<file path="config.mk">
export PLATFORM = sky130hd
export DESIGN_NAME = vector_unit
export DESIGN_NICKNAME = d
export VERILOG_FILES = /design/src/verilog/vector_pkg.sv /design/src/verilog/vector_unit.sv /design/src/verilog/pending_pick.sv
export SDC_FILE = /design/constraint.sdc
export NUM_CORES = 1
export LEC_CHECK = 0
export BUFFER_PORTS_ARGS = -buffer_cell sky130_fd_sc_hd__clkbuf_2
export CORE_MARGIN = 1
export CORE_UTILIZATION = 40
export DETAILED_ROUTE_END_ITERATION = 8
export MAX_ROUTING_LAYER = met4
export PLACE_DENSITY = 0.61
export SYNTH_ARGS = -nofsm -noshare
export SYNTH_HDL_FRONTEND = slang
export SYNTH_SLANG_ARGS = --single-unit
</file>
<file path="constraint.sdc">
create_clock -name SYS_CLK_I -period 3.2 [get_ports SYS_CLK_I]
set_input_delay 0.96 -clock SYS_CLK_I [delete_from_list [all_inputs] [get_ports SYS_CLK_I]]
set_output_delay 0.96 -clock SYS_CLK_I [all_outputs]
set_load 0.02 [all_outputs]
</file>
<file path="src/verilog/vector_pkg.sv">
// How it works
// - After any chip reset the fetch address is program word 0 unless boot relocation applies.
// - External requests a, b and c sit at vector offsets 1, 2 and 13 from the vector base.
// - Wide counter capture, match a, match b, overflow use 3..6, narrow overflow 7, match 14.
// - SPI done sits at 8; serial receive, buffer empty and transmit done at 9, 10 and 11.
// - Comparator sits at 12, eeprom write done at 15 and program store done at 16.
// - With the boot reset fuse programmed, reset fetch goes to the boot loader start address.
// - With vector base select set, every vector is its table offset plus the boot start address.
// - Reset address is 0 for fuse 1 else boot start; vector base is 0 or boot start by select.
// - A boot reset fuse level of 1 means unprogrammed and 0 means programmed.
// - A vector is fetched only when an enabled request is taken with global enable set.
// - The unlock bit clears itself four cycles after being set, or when select is written.
// - Dispatch is blocked from unlock set until after the instruction after the select write.
package vector_pkg;

   // ----------------------------------------------------------------------
   // Widths and timing
   // ----------------------------------------------------------------------
   localparam int         ADDR_W        = 12;
   localparam int         SRC_N         = 16;
   localparam int         IDX_W         = 4;
   localparam int         UNLOCK_CYCLES = 4;
   localparam logic [2:0] UNLOCK_LOAD   = 3'h4;
   localparam logic [1:0] BOOT_WAIT     = 2'h3;

   // ----------------------------------------------------------------------
   // Addresses and fuse levels
   // ----------------------------------------------------------------------
   localparam logic [ADDR_W-1:0] RESET_ADDR_APP = 12'h000;
   localparam logic              FUSE_UNPROG    = 1'b1;

   // Vector offsets from the vector base, indexed by source number
   localparam logic [ADDR_W-1:0] VEC_OFFSET [SRC_N] = '{
      12'h001, 12'h002, 12'h003, 12'h004, 12'h005, 12'h006, 12'h007, 12'h008,
      12'h009, 12'h00A, 12'h00B, 12'h00C, 12'h00D, 12'h00E, 12'h00F, 12'h010};

   // ----------------------------------------------------------------------
   // Control write fields
   // ----------------------------------------------------------------------
   localparam int CTRL_UNLOCK_BIT = 0;
   localparam int CTRL_SELECT_BIT = 1;

   // ----------------------------------------------------------------------
   // Request lines, bit 0 is the lowest vector number
   // ----------------------------------------------------------------------
   typedef struct packed {
      logic program_store_done;
      logic eeprom_write_done;
      logic narrow_counter_match;
      logic ext_request_c;
      logic comparator_event;
      logic serial_transmit_done;
      logic serial_tx_buffer_empty;
      logic serial_receive_done;
      logic spi_transfer_done;
      logic narrow_counter_overflow;
      logic wide_counter_overflow;
      logic wide_counter_match_b;
      logic wide_counter_match_a;
      logic wide_counter_capture;
      logic ext_request_b;
      logic ext_request_a;
   } irq_lines_t;

   typedef struct packed {
      logic              valid;
      logic [ADDR_W-1:0] addr;
      logic [SRC_N-1:0]  ack;
   } fetch_t;

endpackage : vector_pkg

</file>
<file path="src/verilog/vector_unit.sv">
`timescale 1ns/10ps
module vector_unit
   import vector_pkg::*;
(
   input  wire logic              SYS_CLK_I,
   input  wire logic              RSTN_I,
   input  wire logic              BOOT_RESET_FUSE_I,
   input  wire logic [ADDR_W-1:0] BOOT_START_I,
   input  vector_pkg::irq_lines_t IRQ_I,
   input  vector_pkg::irq_lines_t IRQ_EN_I,
   input  wire logic              GLOBAL_IE_I,
   input  wire logic              TAKE_OK_I,
   input  wire logic              INSTR_DONE_I,
   input  wire logic              CTRL_WR_I,
   input  wire logic [1:0]        CTRL_WDATA_I,
   output logic                   RESET_FETCH_O,
   output logic [ADDR_W-1:0]      RESET_ADDR_O,
   output logic                   FETCH_VALID_O,
   output logic [ADDR_W-1:0]      FETCH_ADDR_O,
   output logic [SRC_N-1:0]       FETCH_ACK_O,
   output logic                   VECTOR_BASE_SELECT_O,
   output logic                   VECTOR_CHANGE_UNLOCK_O,
   output logic                   DISPATCH_BLOCKED_O
);
   import vector_pkg::*;

   // ----------------------------------------------------------------------
   // Reset release and pin synchronisers
   // ----------------------------------------------------------------------
   logic              rst_meta;
   logic              rst_n;
   logic              fuse_meta;
   logic              fuse_sync;
   logic [ADDR_W-1:0] boot_meta;
   logic [ADDR_W-1:0] boot_sync;

   always_ff @(posedge SYS_CLK_I or negedge RSTN_I) begin
      if (!RSTN_I) begin
         rst_meta <= 1'b0;
         rst_n    <= 1'b0;
      end else begin
         rst_meta <= 1'b1;
         rst_n    <= rst_meta;
      end
   end

   // Fuse levels are static, so a plain two-stage sync is enough for the bus
   always_ff @(posedge SYS_CLK_I or negedge rst_n) begin
      if (!rst_n) begin
         fuse_meta <= FUSE_UNPROG;
         fuse_sync <= FUSE_UNPROG;
         boot_meta <= '0;
         boot_sync <= '0;
      end else begin
         fuse_meta <= BOOT_RESET_FUSE_I;
         fuse_sync <= fuse_meta;
         boot_meta <= BOOT_START_I;
         boot_sync <= boot_meta;
      end
   end

   // ----------------------------------------------------------------------
   // Reset fetch: waits for the synchronisers, then issues one pulse
   // ----------------------------------------------------------------------
   logic [1:0]        boot_cnt;
   logic [1:0]        next_boot_cnt;
   logic              booted;
   logic              next_booted;
   logic              reset_fetch;
   logic              next_reset_fetch;
   logic [ADDR_W-1:0] reset_addr;
   logic [ADDR_W-1:0] next_reset_addr;

   always_comb begin
      next_boot_cnt    = boot_cnt;
      next_booted      = booted;
      next_reset_fetch = 1'b0;
      next_reset_addr  = reset_addr;
      if (!booted) begin
         if (boot_cnt == BOOT_WAIT) begin
            next_booted      = 1'b1;
            next_reset_fetch = 1'b1;
            // Fuse is caught once here so a later pin glitch cannot move reset
            if (fuse_sync == FUSE_UNPROG) begin
               next_reset_addr = RESET_ADDR_APP;
            end else begin
               next_reset_addr = boot_sync;
            end
         end else begin
            next_boot_cnt = boot_cnt + 2'h1;
         end
      end
   end

   always_ff @(posedge SYS_CLK_I or negedge rst_n) begin
      if (!rst_n) begin
         boot_cnt    <= '0;
         booted      <= 1'b0;
         reset_fetch <= 1'b0;
         reset_addr  <= RESET_ADDR_APP;
      end else begin
         boot_cnt    <= next_boot_cnt;
         booted      <= next_booted;
         reset_fetch <= next_reset_fetch;
         reset_addr  <= next_reset_addr;
      end
   end

   // ----------------------------------------------------------------------
   // Vector base select with timed unlock
   // ----------------------------------------------------------------------
   logic       sel;
   logic       next_sel;
   logic       unlock;
   logic       next_unlock;
   logic [2:0] unlock_cnt;
   logic [2:0] next_unlock_cnt;
   logic       post_write;
   logic       next_post_write;
   logic       wr_unlock;
   logic       wr_select;

   always_comb begin
      wr_unlock       = CTRL_WR_I && CTRL_WDATA_I[CTRL_UNLOCK_BIT];
      wr_select       = CTRL_WR_I && !CTRL_WDATA_I[CTRL_UNLOCK_BIT] && unlock;
      next_sel        = sel;
      next_unlock     = unlock;
      next_unlock_cnt = unlock_cnt;
      next_post_write = post_write;
      if (post_write && INSTR_DONE_I) begin
         next_post_write = 1'b0;
      end
      if (wr_unlock) begin
         // A second unlock write restarts the window
         next_unlock     = 1'b1;
         next_unlock_cnt = UNLOCK_LOAD;
      end else if (wr_select) begin
         next_sel        = CTRL_WDATA_I[CTRL_SELECT_BIT];
         next_unlock     = 1'b0;
         next_unlock_cnt = '0;
         next_post_write = 1'b1;
      end else if (unlock) begin
         next_unlock_cnt = unlock_cnt - 3'h1;
         if (unlock_cnt == 3'h1) begin
            next_unlock = 1'b0;
         end
      end
   end

   always_ff @(posedge SYS_CLK_I or negedge rst_n) begin
      if (!rst_n) begin
         sel        <= 1'b0;
         unlock     <= 1'b0;
         unlock_cnt <= '0;
         post_write <= 1'b0;
      end else begin
         sel        <= next_sel;
         unlock     <= next_unlock;
         unlock_cnt <= next_unlock_cnt;
         post_write <= next_post_write;
      end
   end

   // ----------------------------------------------------------------------
   // Dispatch
   // ----------------------------------------------------------------------
   logic [SRC_N-1:0]  live;
   logic              any_live;
   logic [IDX_W-1:0]  pick;
   logic              blocked;
   logic [ADDR_W-1:0] vec_base;
   fetch_t            fetch;
   fetch_t            next_fetch;

   assign live = IRQ_I & IRQ_EN_I;

   pending_pick u_pick (
      .pending_i (live),
      .any_o     (any_live),
      .index_o   (pick)
   );

   always_comb begin
      // Unlock set this cycle already blocks; the global enable is left alone
      blocked    = unlock || post_write || wr_unlock;
      vec_base   = sel ? boot_sync : RESET_ADDR_APP;
      next_fetch = '0;
      if (booted && GLOBAL_IE_I && TAKE_OK_I && any_live && !blocked) begin
         next_fetch.valid     = 1'b1;
         next_fetch.addr      = vec_base + VEC_OFFSET[pick];
         next_fetch.ack[pick] = 1'b1;
      end
   end

   always_ff @(posedge SYS_CLK_I or negedge rst_n) begin
      if (!rst_n) begin
         fetch <= '0;
      end else begin
         fetch <= next_fetch;
      end
   end

   // ----------------------------------------------------------------------
   // Outputs, all from flip-flops
   // ----------------------------------------------------------------------
   logic blocked_q;

   always_ff @(posedge SYS_CLK_I or negedge rst_n) begin
      if (!rst_n) begin
         blocked_q <= 1'b0;
      end else begin
         blocked_q <= next_unlock || next_post_write;
      end
   end

   assign RESET_FETCH_O          = reset_fetch;
   assign RESET_ADDR_O           = reset_addr;
   assign FETCH_VALID_O          = fetch.valid;
   assign FETCH_ADDR_O           = fetch.addr;
   assign FETCH_ACK_O            = fetch.ack;
   assign VECTOR_BASE_SELECT_O   = sel;
   assign VECTOR_CHANGE_UNLOCK_O = unlock;
   assign DISPATCH_BLOCKED_O     = blocked_q;

endmodule : vector_unit

</file>
<file path="src/verilog/pending_pick.sv">
`timescale 1ns/10ps
module pending_pick
   import vector_pkg::*;
(
   input  wire logic [SRC_N-1:0] pending_i,
   output logic                  any_o,
   output logic [IDX_W-1:0]      index_o
);

   // ----------------------------------------------------------------------
   // Lowest set bit wins
   // ----------------------------------------------------------------------
   function automatic logic [IDX_W-1:0] lowest(input logic [SRC_N-1:0] v);
      logic [IDX_W-1:0] r;
      r = '0;
      for (int i = SRC_N - 1; i >= 0; i--) begin
         if (v[i]) begin
            r = IDX_W'(i);
         end
      end
      return r;
   endfunction : lowest

   always_comb begin
      any_o   = |pending_i;
      index_o = lowest(pending_i);
   end

endmodule : pending_pick

</file>
Yosys cells after proc, flatten, opt, wreduce, memory -nomap -nowiden. Memory sizes are Yosys's and may differ from the RTL's. Cells that the tools add are included.

Add/sub/neg operators: 3. $mul: 0. Div/mod/pow operators: 0. Magnitude comparators: 3. Eq/ne operators: 2. Shift operators: 0. Multiplexer cells: 36. Bitwise logic cells: 5. Reduce and logical (&&, ||, !) cells: 19.

Operators with widths (count): 4-bit 2-to-1 mux (16); 12-bit 2-to-1 mux (4); 29-bit 2-to-1 mux (1); 16-bit AND (1); 16-bit OR reduction (1); 12-bit adder (1); 1-bit 2-to-1 mux (11); 1-bit logical AND (9); 3-bit 2-to-1 mux (3); 2-bit AND reduction (3); 5-bit greater-or-equal comparator (second input constant) (1); 4-bit by 5-bit < comparator with 1-bit output (second input constant) (1); 4-bit inverter with 5-bit output (1); 1-bit demux with 4-bit select (1); 4-bit by 1-bit greater-or-equal comparator with 1-bit output (second input constant) (1); 3-bit by 1-bit == test with 1-bit output (second input constant) (1); 1-bit logical OR (3); 1-bit inverter (3); 3-bit nonzero test (1); 3-bit by 1-bit subtractor with 3-bit output (second input constant) (1); 2-bit by 1-bit adder with 2-bit output (second input constant) (1); 2-bit == test (second input constant) (1); 1-bit logical NOT (2).

Register bits after elaboration: 80. Bits in latches: 0. Memory bits (writable): 0. Bits in read-only memories: 192. Bits of input ports: 53. Output and inout bits: 45. Logic and storage cells: 87. Memories: 1.

Memories: (name not given) (words 16, width 12, read ports 1, clocked after Yosys merged registers in 0, write ports 0, RTL line vector_unit.sv:190) `next_fetch.addr = vec_base + VEC_OFFSET[pick];`.

Logic depth before layout (Yosys ltp).
Word-level depth: 23. Gate-level depth with buffers: 15. Mapped depth without buffers: 15.

Cells and area by module. Synthesis repeated with hierarchy kept, for this count alone.

Cell total of the unflattened synthesis: 308. Area total of the unflattened synthesis: 3335.7 um^2.

Modules (own cells, without submodules): vector_unit (instances 1, cells an instance 274, area an instance 3159.3 um^2, sequential area each 2004.4 um^2); pending_pick (instances 1, cells an instance 34, area an instance 176.4 um^2, sequential area each 0.0 um^2).

Worst setup path before layout. OpenSTA, ideal clock, no wires.

Kind: input to register. Start point: input port IRQ_I[13] in the netlist's numbering. End point: register fetch (netlist bit FETCH_ADDR_O[8]). Setup time: 118 ps. Arrival: 3358 ps. Data required time: 3082 ps. Path slack: -277 ps. Stages on the path: 14. Path buffers: 0. Cells stage by stage: and2_1 > a31oi_1 > o21ai_0 > a221oi_1 > o32ai_1 > ha_1 > inv_1 > mux2i_1 > ha_1 > nor2b_1 > o31a_1 > o2111ai_1 > xor2_1 > nor2_1.

RTL lines: start, declared (RTL line vector_unit.sv:9) `input vector_pkg::irq_lines_t IRQ_I,`; end signal, assigned (RTL line vector_unit.sv:199) `fetch <= next_fetch;`; end, declared (RTL line vector_unit.sv:172) `fetch_t fetch;`.

==> flow_summary_export.csv <==
group,metric,value,unit
sta,maxSlewViolCount,0,
worst_hold_path,worstHoldPathCells,0,
sta,final.period_utilization,1.03,
synthesis,number_of_register_bits_inferred_by_synthesis,80,
setup_path,cell_count_of_the_worst_reg_to_reg_path,9,
drt,post_drt_via_cell_ratio,4.70,
floorplan,core-area,8180,sq um
global_routing,grt_start_max_net_pins,79,
clocking,insertion_delay,0.35,ns
setup_path,critical_path.reg2reg.startpoint,"VECTOR_BASE_SELECT_O$_DFFE_PN0P_",
synthesis,yosysSeqAreaShare,0.595,
synthesis,synth_cells,288,
floorplan,die_y,93.8,microns
drt,wl_per_cell,12.6,microns
sta,setup_viol_count_final,6,
clocking,cts.root.buffer_cell,"sky130_fd_sc_hd__clkbuf_8",
setup_path,critical_path_class,"in -> reg",
cells_and_area,design.final.nets,486,
sta,report.final.hold_viol_count,0,
sta,setup_tns,-0.326,ns
place,pre_cts_slack,-0.478,ns
setup_path,cp-start-kind,"input pin",
synthesis,post-synth-top-area-cell,"sky130_fd_sc_hd__dfrtp_1",
floorplan,placement_rows,33,
clocking,clock_tree_from_tritoncts,"yes",
clocking,cts_num_sinks,80,
worst_hold_path,hold_end,"boot_sync[7]$_DFF_PN0_",
global_routing,overflow,0,
synthesis,synth_enable_flop_cells,0,
global_routing,number_of_global_route_vias_before_repair,2356,
drt,routed_wl,6660,microns
cells_and_area,layout.filler_cells,741,
cells_and_area,synthToLayoutAreaGrowth,33.6,%
sta,rsz0062_at_grt,"yes",
synthesis,mappedNetlistNets,355,
setup_path,cp_data_required_time,3.45,ns
floorplan,die_area,8790,sq um
power,power.static_leakage,0.00221,uW
drt,ant_nets,0,
flow_run,max_cap_viol_count,0,
synthesis,synth_async_sr_flop_share,1.00,
sta,final_critical_path_setup_slack,-0.0982,ns
synthesis,synth_area,3370,sq um
sta,max_clock_freq,303,MHz
place,dp_hpwl,5050,microns
clocking,htree_num_levels,3,
floorplan,die_w,93.8,microns
sta,hold-worst-slack,0.355,ns
cells_and_area,postLayoutCellArea,4500,sq um
drt,vias,2487,
global_routing,initial_antenna_violation_count,0,
status,status,"finished, violations left",
place,placedInstanceArea,4190,sq um
global_routing,grt_pass1_wl,11000,microns
setup_path,timing.critical_path.fanout_max,4,
drt,drcViolationCount,0,
drt,detail_route.iter0.violations,73,
cells_and_area,multiInputGateArea,1400,sq um
power,vdd.ir_drop.worst,324,uV
sta,finClkSkew,0.0136,ns
clocking,tritoncts.num_buffers,9,
global_routing,globalRouteTotalUtil,0.169,
power,power.density_cell_area,503,nW/um^2
floorplan,start_util,0.412,
synthesis,post-synth-top-area-fraction,0.579,
setup_path,crit_arrival,3.55,ns
cells_and_area,diodes,0,
clocking,cts_hold_buffers,0,
setup_path,setup_slack_of_the_most_critical_reg_to_reg_path,0.95,ns
place,buffer_ports.inserted,97,
setup_path,crit_path_end_kind,"flip-flop",
synthesis,yosys_most_used_dff,"sky130_fd_sc_hd__dfrtp_1",
worst_hold_path,min-delay-start,"boot_meta[7]$_DFF_PN0_",
synthesis,netlist-cell-type-count,55,
clocking,clockBufferDepth,2,
setup_path,r2r-end,"FETCH_ADDR_O[8]$_DFF_PN0_",
synthesis,synth_warnings,0,
clocking,cts.clk_slew.worst_paths,0.09,ns
sta,slew_headroom,0.378,
synthesis,yosys-top-cells-area,"sky130_fd_sc_hd__dfrtp_1, sky130_fd_sc_hd__ha_1, sky130_fd_sc_hd__and2_1",
place,gp_congestion,0.830,
sta,worst-slew-pin-transition,0.932,ns
worst_hold_path,min-delay-path-class,"reg -> reg",
cells_and_area,finalCoreUtilization,0.550,
status,failed_checks,"negative setup slack",
drt,firstDrtPassIters,4,
synthesis,syn_area_cell,11.7,sq um
sta,finalCriticalPeriod,3.30,ns
cells_and_area,seqCellArea,2010,sq um
floorplan,top_level_ports,98,
cells_and_area,final_layout_size_suffix_gt1_frac,0.422,
cells in the final DEF, fill, tap and decap left out, types with 3 or more instances in the layout:
cell                       instances
sky130_fd_sc_hd__o21ai_0          15
sky130_fd_sc_hd__nor3_1            4
sky130_fd_sc_hd__mux2_2            3
sky130_fd_sc_hd__inv_1            11
sky130_fd_sc_hd__clkbuf_2         96
sky130_fd_sc_hd__nand3_1           5
sky130_fd_sc_hd__nor2_1           15
sky130_fd_sc_hd__nor4_1            4
sky130_fd_sc_hd__nor3_2            3
sky130_fd_sc_hd__clkbuf_8          9
sky130_fd_sc_hd__dfrtp_1          77
sky130_fd_sc_hd__o21ai_1           4
sky130_fd_sc_hd__nand2b_1         13
sky130_fd_sc_hd__nand2_1          31
sky130_fd_sc_hd__and2_1           19
sky130_fd_sc_hd__o211ai_1          6
sky130_fd_sc_hd__ha_1             10
sky130_fd_sc_hd__xor2_1            4
sky130_fd_sc_hd__buf_4            27
sky130_fd_sc_hd__inv_6             4
sky130_fd_sc_hd__xnor2_1           3
sky130_fd_sc_hd__nor2b_1           3
state kept, by name, summed over array words and instances (netlist names):
name,count
DISPATCH_BLOCKED_O,1
FETCH_ADDR_O,12
RESET_ADDR_O,12
FETCH_VALID_O,1
unlock_cnt,3
post_write,1
boot_meta,12
fuse_meta,1
VECTOR_CHANGE_UNLOCK_O,1
FETCH_ACK_O,16
rst_n,1
VECTOR_BASE_SELECT_O,1
booted,1
fuse_sync,1
rst_meta,1
RESET_FETCH_O,1
boot_sync,12
boot_cnt,2
critical path, cell delays in order:
cell	delay [ns]
sky130_fd_sc_hd__clkbuf_2	0.08
sky130_fd_sc_hd__and2_4	0.16
sky130_fd_sc_hd__o311ai_4	0.29
sky130_fd_sc_hd__a21oi_2	0.08
sky130_fd_sc_hd__o211ai_1	0.22
sky130_fd_sc_hd__and3_4	0.24
sky130_fd_sc_hd__ha_2	0.19
sky130_fd_sc_hd__inv_2	0.06
sky130_fd_sc_hd__mux2i_1	0.13
sky130_fd_sc_hd__ha_1	0.27
sky130_fd_sc_hd__nor2b_4	0.14
sky130_fd_sc_hd__o31a_1	0.29
sky130_fd_sc_hd__o2111ai_2	0.23
sky130_fd_sc_hd__xor2_1	0.16
sky130_fd_sc_hd__nor2_1	0.05
final cells by class:
class                   instances  area share
flip-flops and latches         80       0.446
inverters                      13      0.0120
well taps                     105      0.0292
repair buffers                124       0.154
multi-input cells             191       0.312
clock inverters                 7      0.0186
clock buffers                   9      0.0275
cell families after synthesis:
logic type                 Yosys count  share of synthesized area
other                                1                    0.00111
AOI/OAI and AO/OA                   55                      0.118
and+or+nand+nor                    110                      0.179
xor gates and xnor gates             7                     0.0182
adders and majority gates           14                     0.0542
buffers and inverters               17                     0.0215
muxes                                4                     0.0130
DFF                                 80                      0.595
synthesized netlist by cell type (2+ instances only):
master	n
sky130_fd_sc_hd__nor3_2	2
sky130_fd_sc_hd__mux2_2	3
sky130_fd_sc_hd__a21oi_1	3
sky130_fd_sc_hd__xor2_1	4
sky130_fd_sc_hd__nor3_1	5
sky130_fd_sc_hd__a22o_1	2
sky130_fd_sc_hd__ha_1	13
sky130_fd_sc_hd__o21ai_0	20
sky130_fd_sc_hd__nand3_1	5
sky130_fd_sc_hd__nand2_1	31
sky130_fd_sc_hd__a22oi_1	3
sky130_fd_sc_hd__dfstp_2	2
sky130_fd_sc_hd__nand2b_1	13
sky130_fd_sc_hd__nor2_1	15
sky130_fd_sc_hd__nor2b_1	4
sky130_fd_sc_hd__nor4_1	4
sky130_fd_sc_hd__a211oi_1	2
sky130_fd_sc_hd__xnor2_1	3
sky130_fd_sc_hd__and3_1	2
sky130_fd_sc_hd__and2_1	21
sky130_fd_sc_hd__o31ai_1	2
sky130_fd_sc_hd__clkbuf_1	3
sky130_fd_sc_hd__o211ai_1	6
sky130_fd_sc_hd__dfrtp_1	78
sky130_fd_sc_hd__inv_1	12
worst max path at each step:
stage / from / endpoint / slack, ns / cells past startpoint
floorplan: IRQ_I[13] / FETCH_ADDR_O[8]$_DFF_PN0_ / -0.17 / 14
global placement: IRQ_I[13] / FETCH_ADDR_O[9]$_DFF_PN0_ / -0.44 / 16
detailed placement: IRQ_I[13] / FETCH_ADDR_O[7]$_DFF_PN0_ / -0.48 / 16
CTS: IRQ_I[13] / FETCH_ADDR_O[10]$_DFF_PN0_ / -0.08 / 15
global route: IRQ_I[13] / FETCH_ADDR_O[8]$_DFF_PN0_ / -0.24 / 16
finish: IRQ_I[12] / FETCH_ADDR_O[8]$_DFF_PN0_ / -0.1 / 15
where the power goes:
part	total, uW	internal [uW]	leakage [uW]	switching (uW)
clock	763	375	0.000103	388
sequential	1120	1060	0.00101	58.1
combinational	381	184	0.00110	197
total	2260	1620	0.00221	643
routing by layer:
layer	vias up	part of all wire	global-route usage	routed length, microns
met5	-	0	-	0
met4	0	0.014	0.0744	90
met3	8	0.038	0.0405	254
met2	56	0.49	0.245	3250
met1	1170	0.46	0.226	3070
li1	1253	-	-	-
through the flow:
| step | total power (uW) | cells |
|---|---|---|
| 2_1_floorplan | 1350 | 288 |
| 3_3_place_gp | 1490 | 510 |
| 3_5_place_dp | 1500 | 510 |
| 4_1_cts | 2280 | 528 |
| 5_1_grt | 2390 | 529 |
| 6_report | 2260 | 529 |
what timing repair did:
item | in CTS | in global routing
pin swaps | 7 | 17
hold endpoints to repair | 0 | 0
gates resized for setup | 11 | 5
buffers inserted | 2 | 1
endpoints found under the setup margin | 7 | 8
Note: power is estimated with default switching activity, not from simulation.
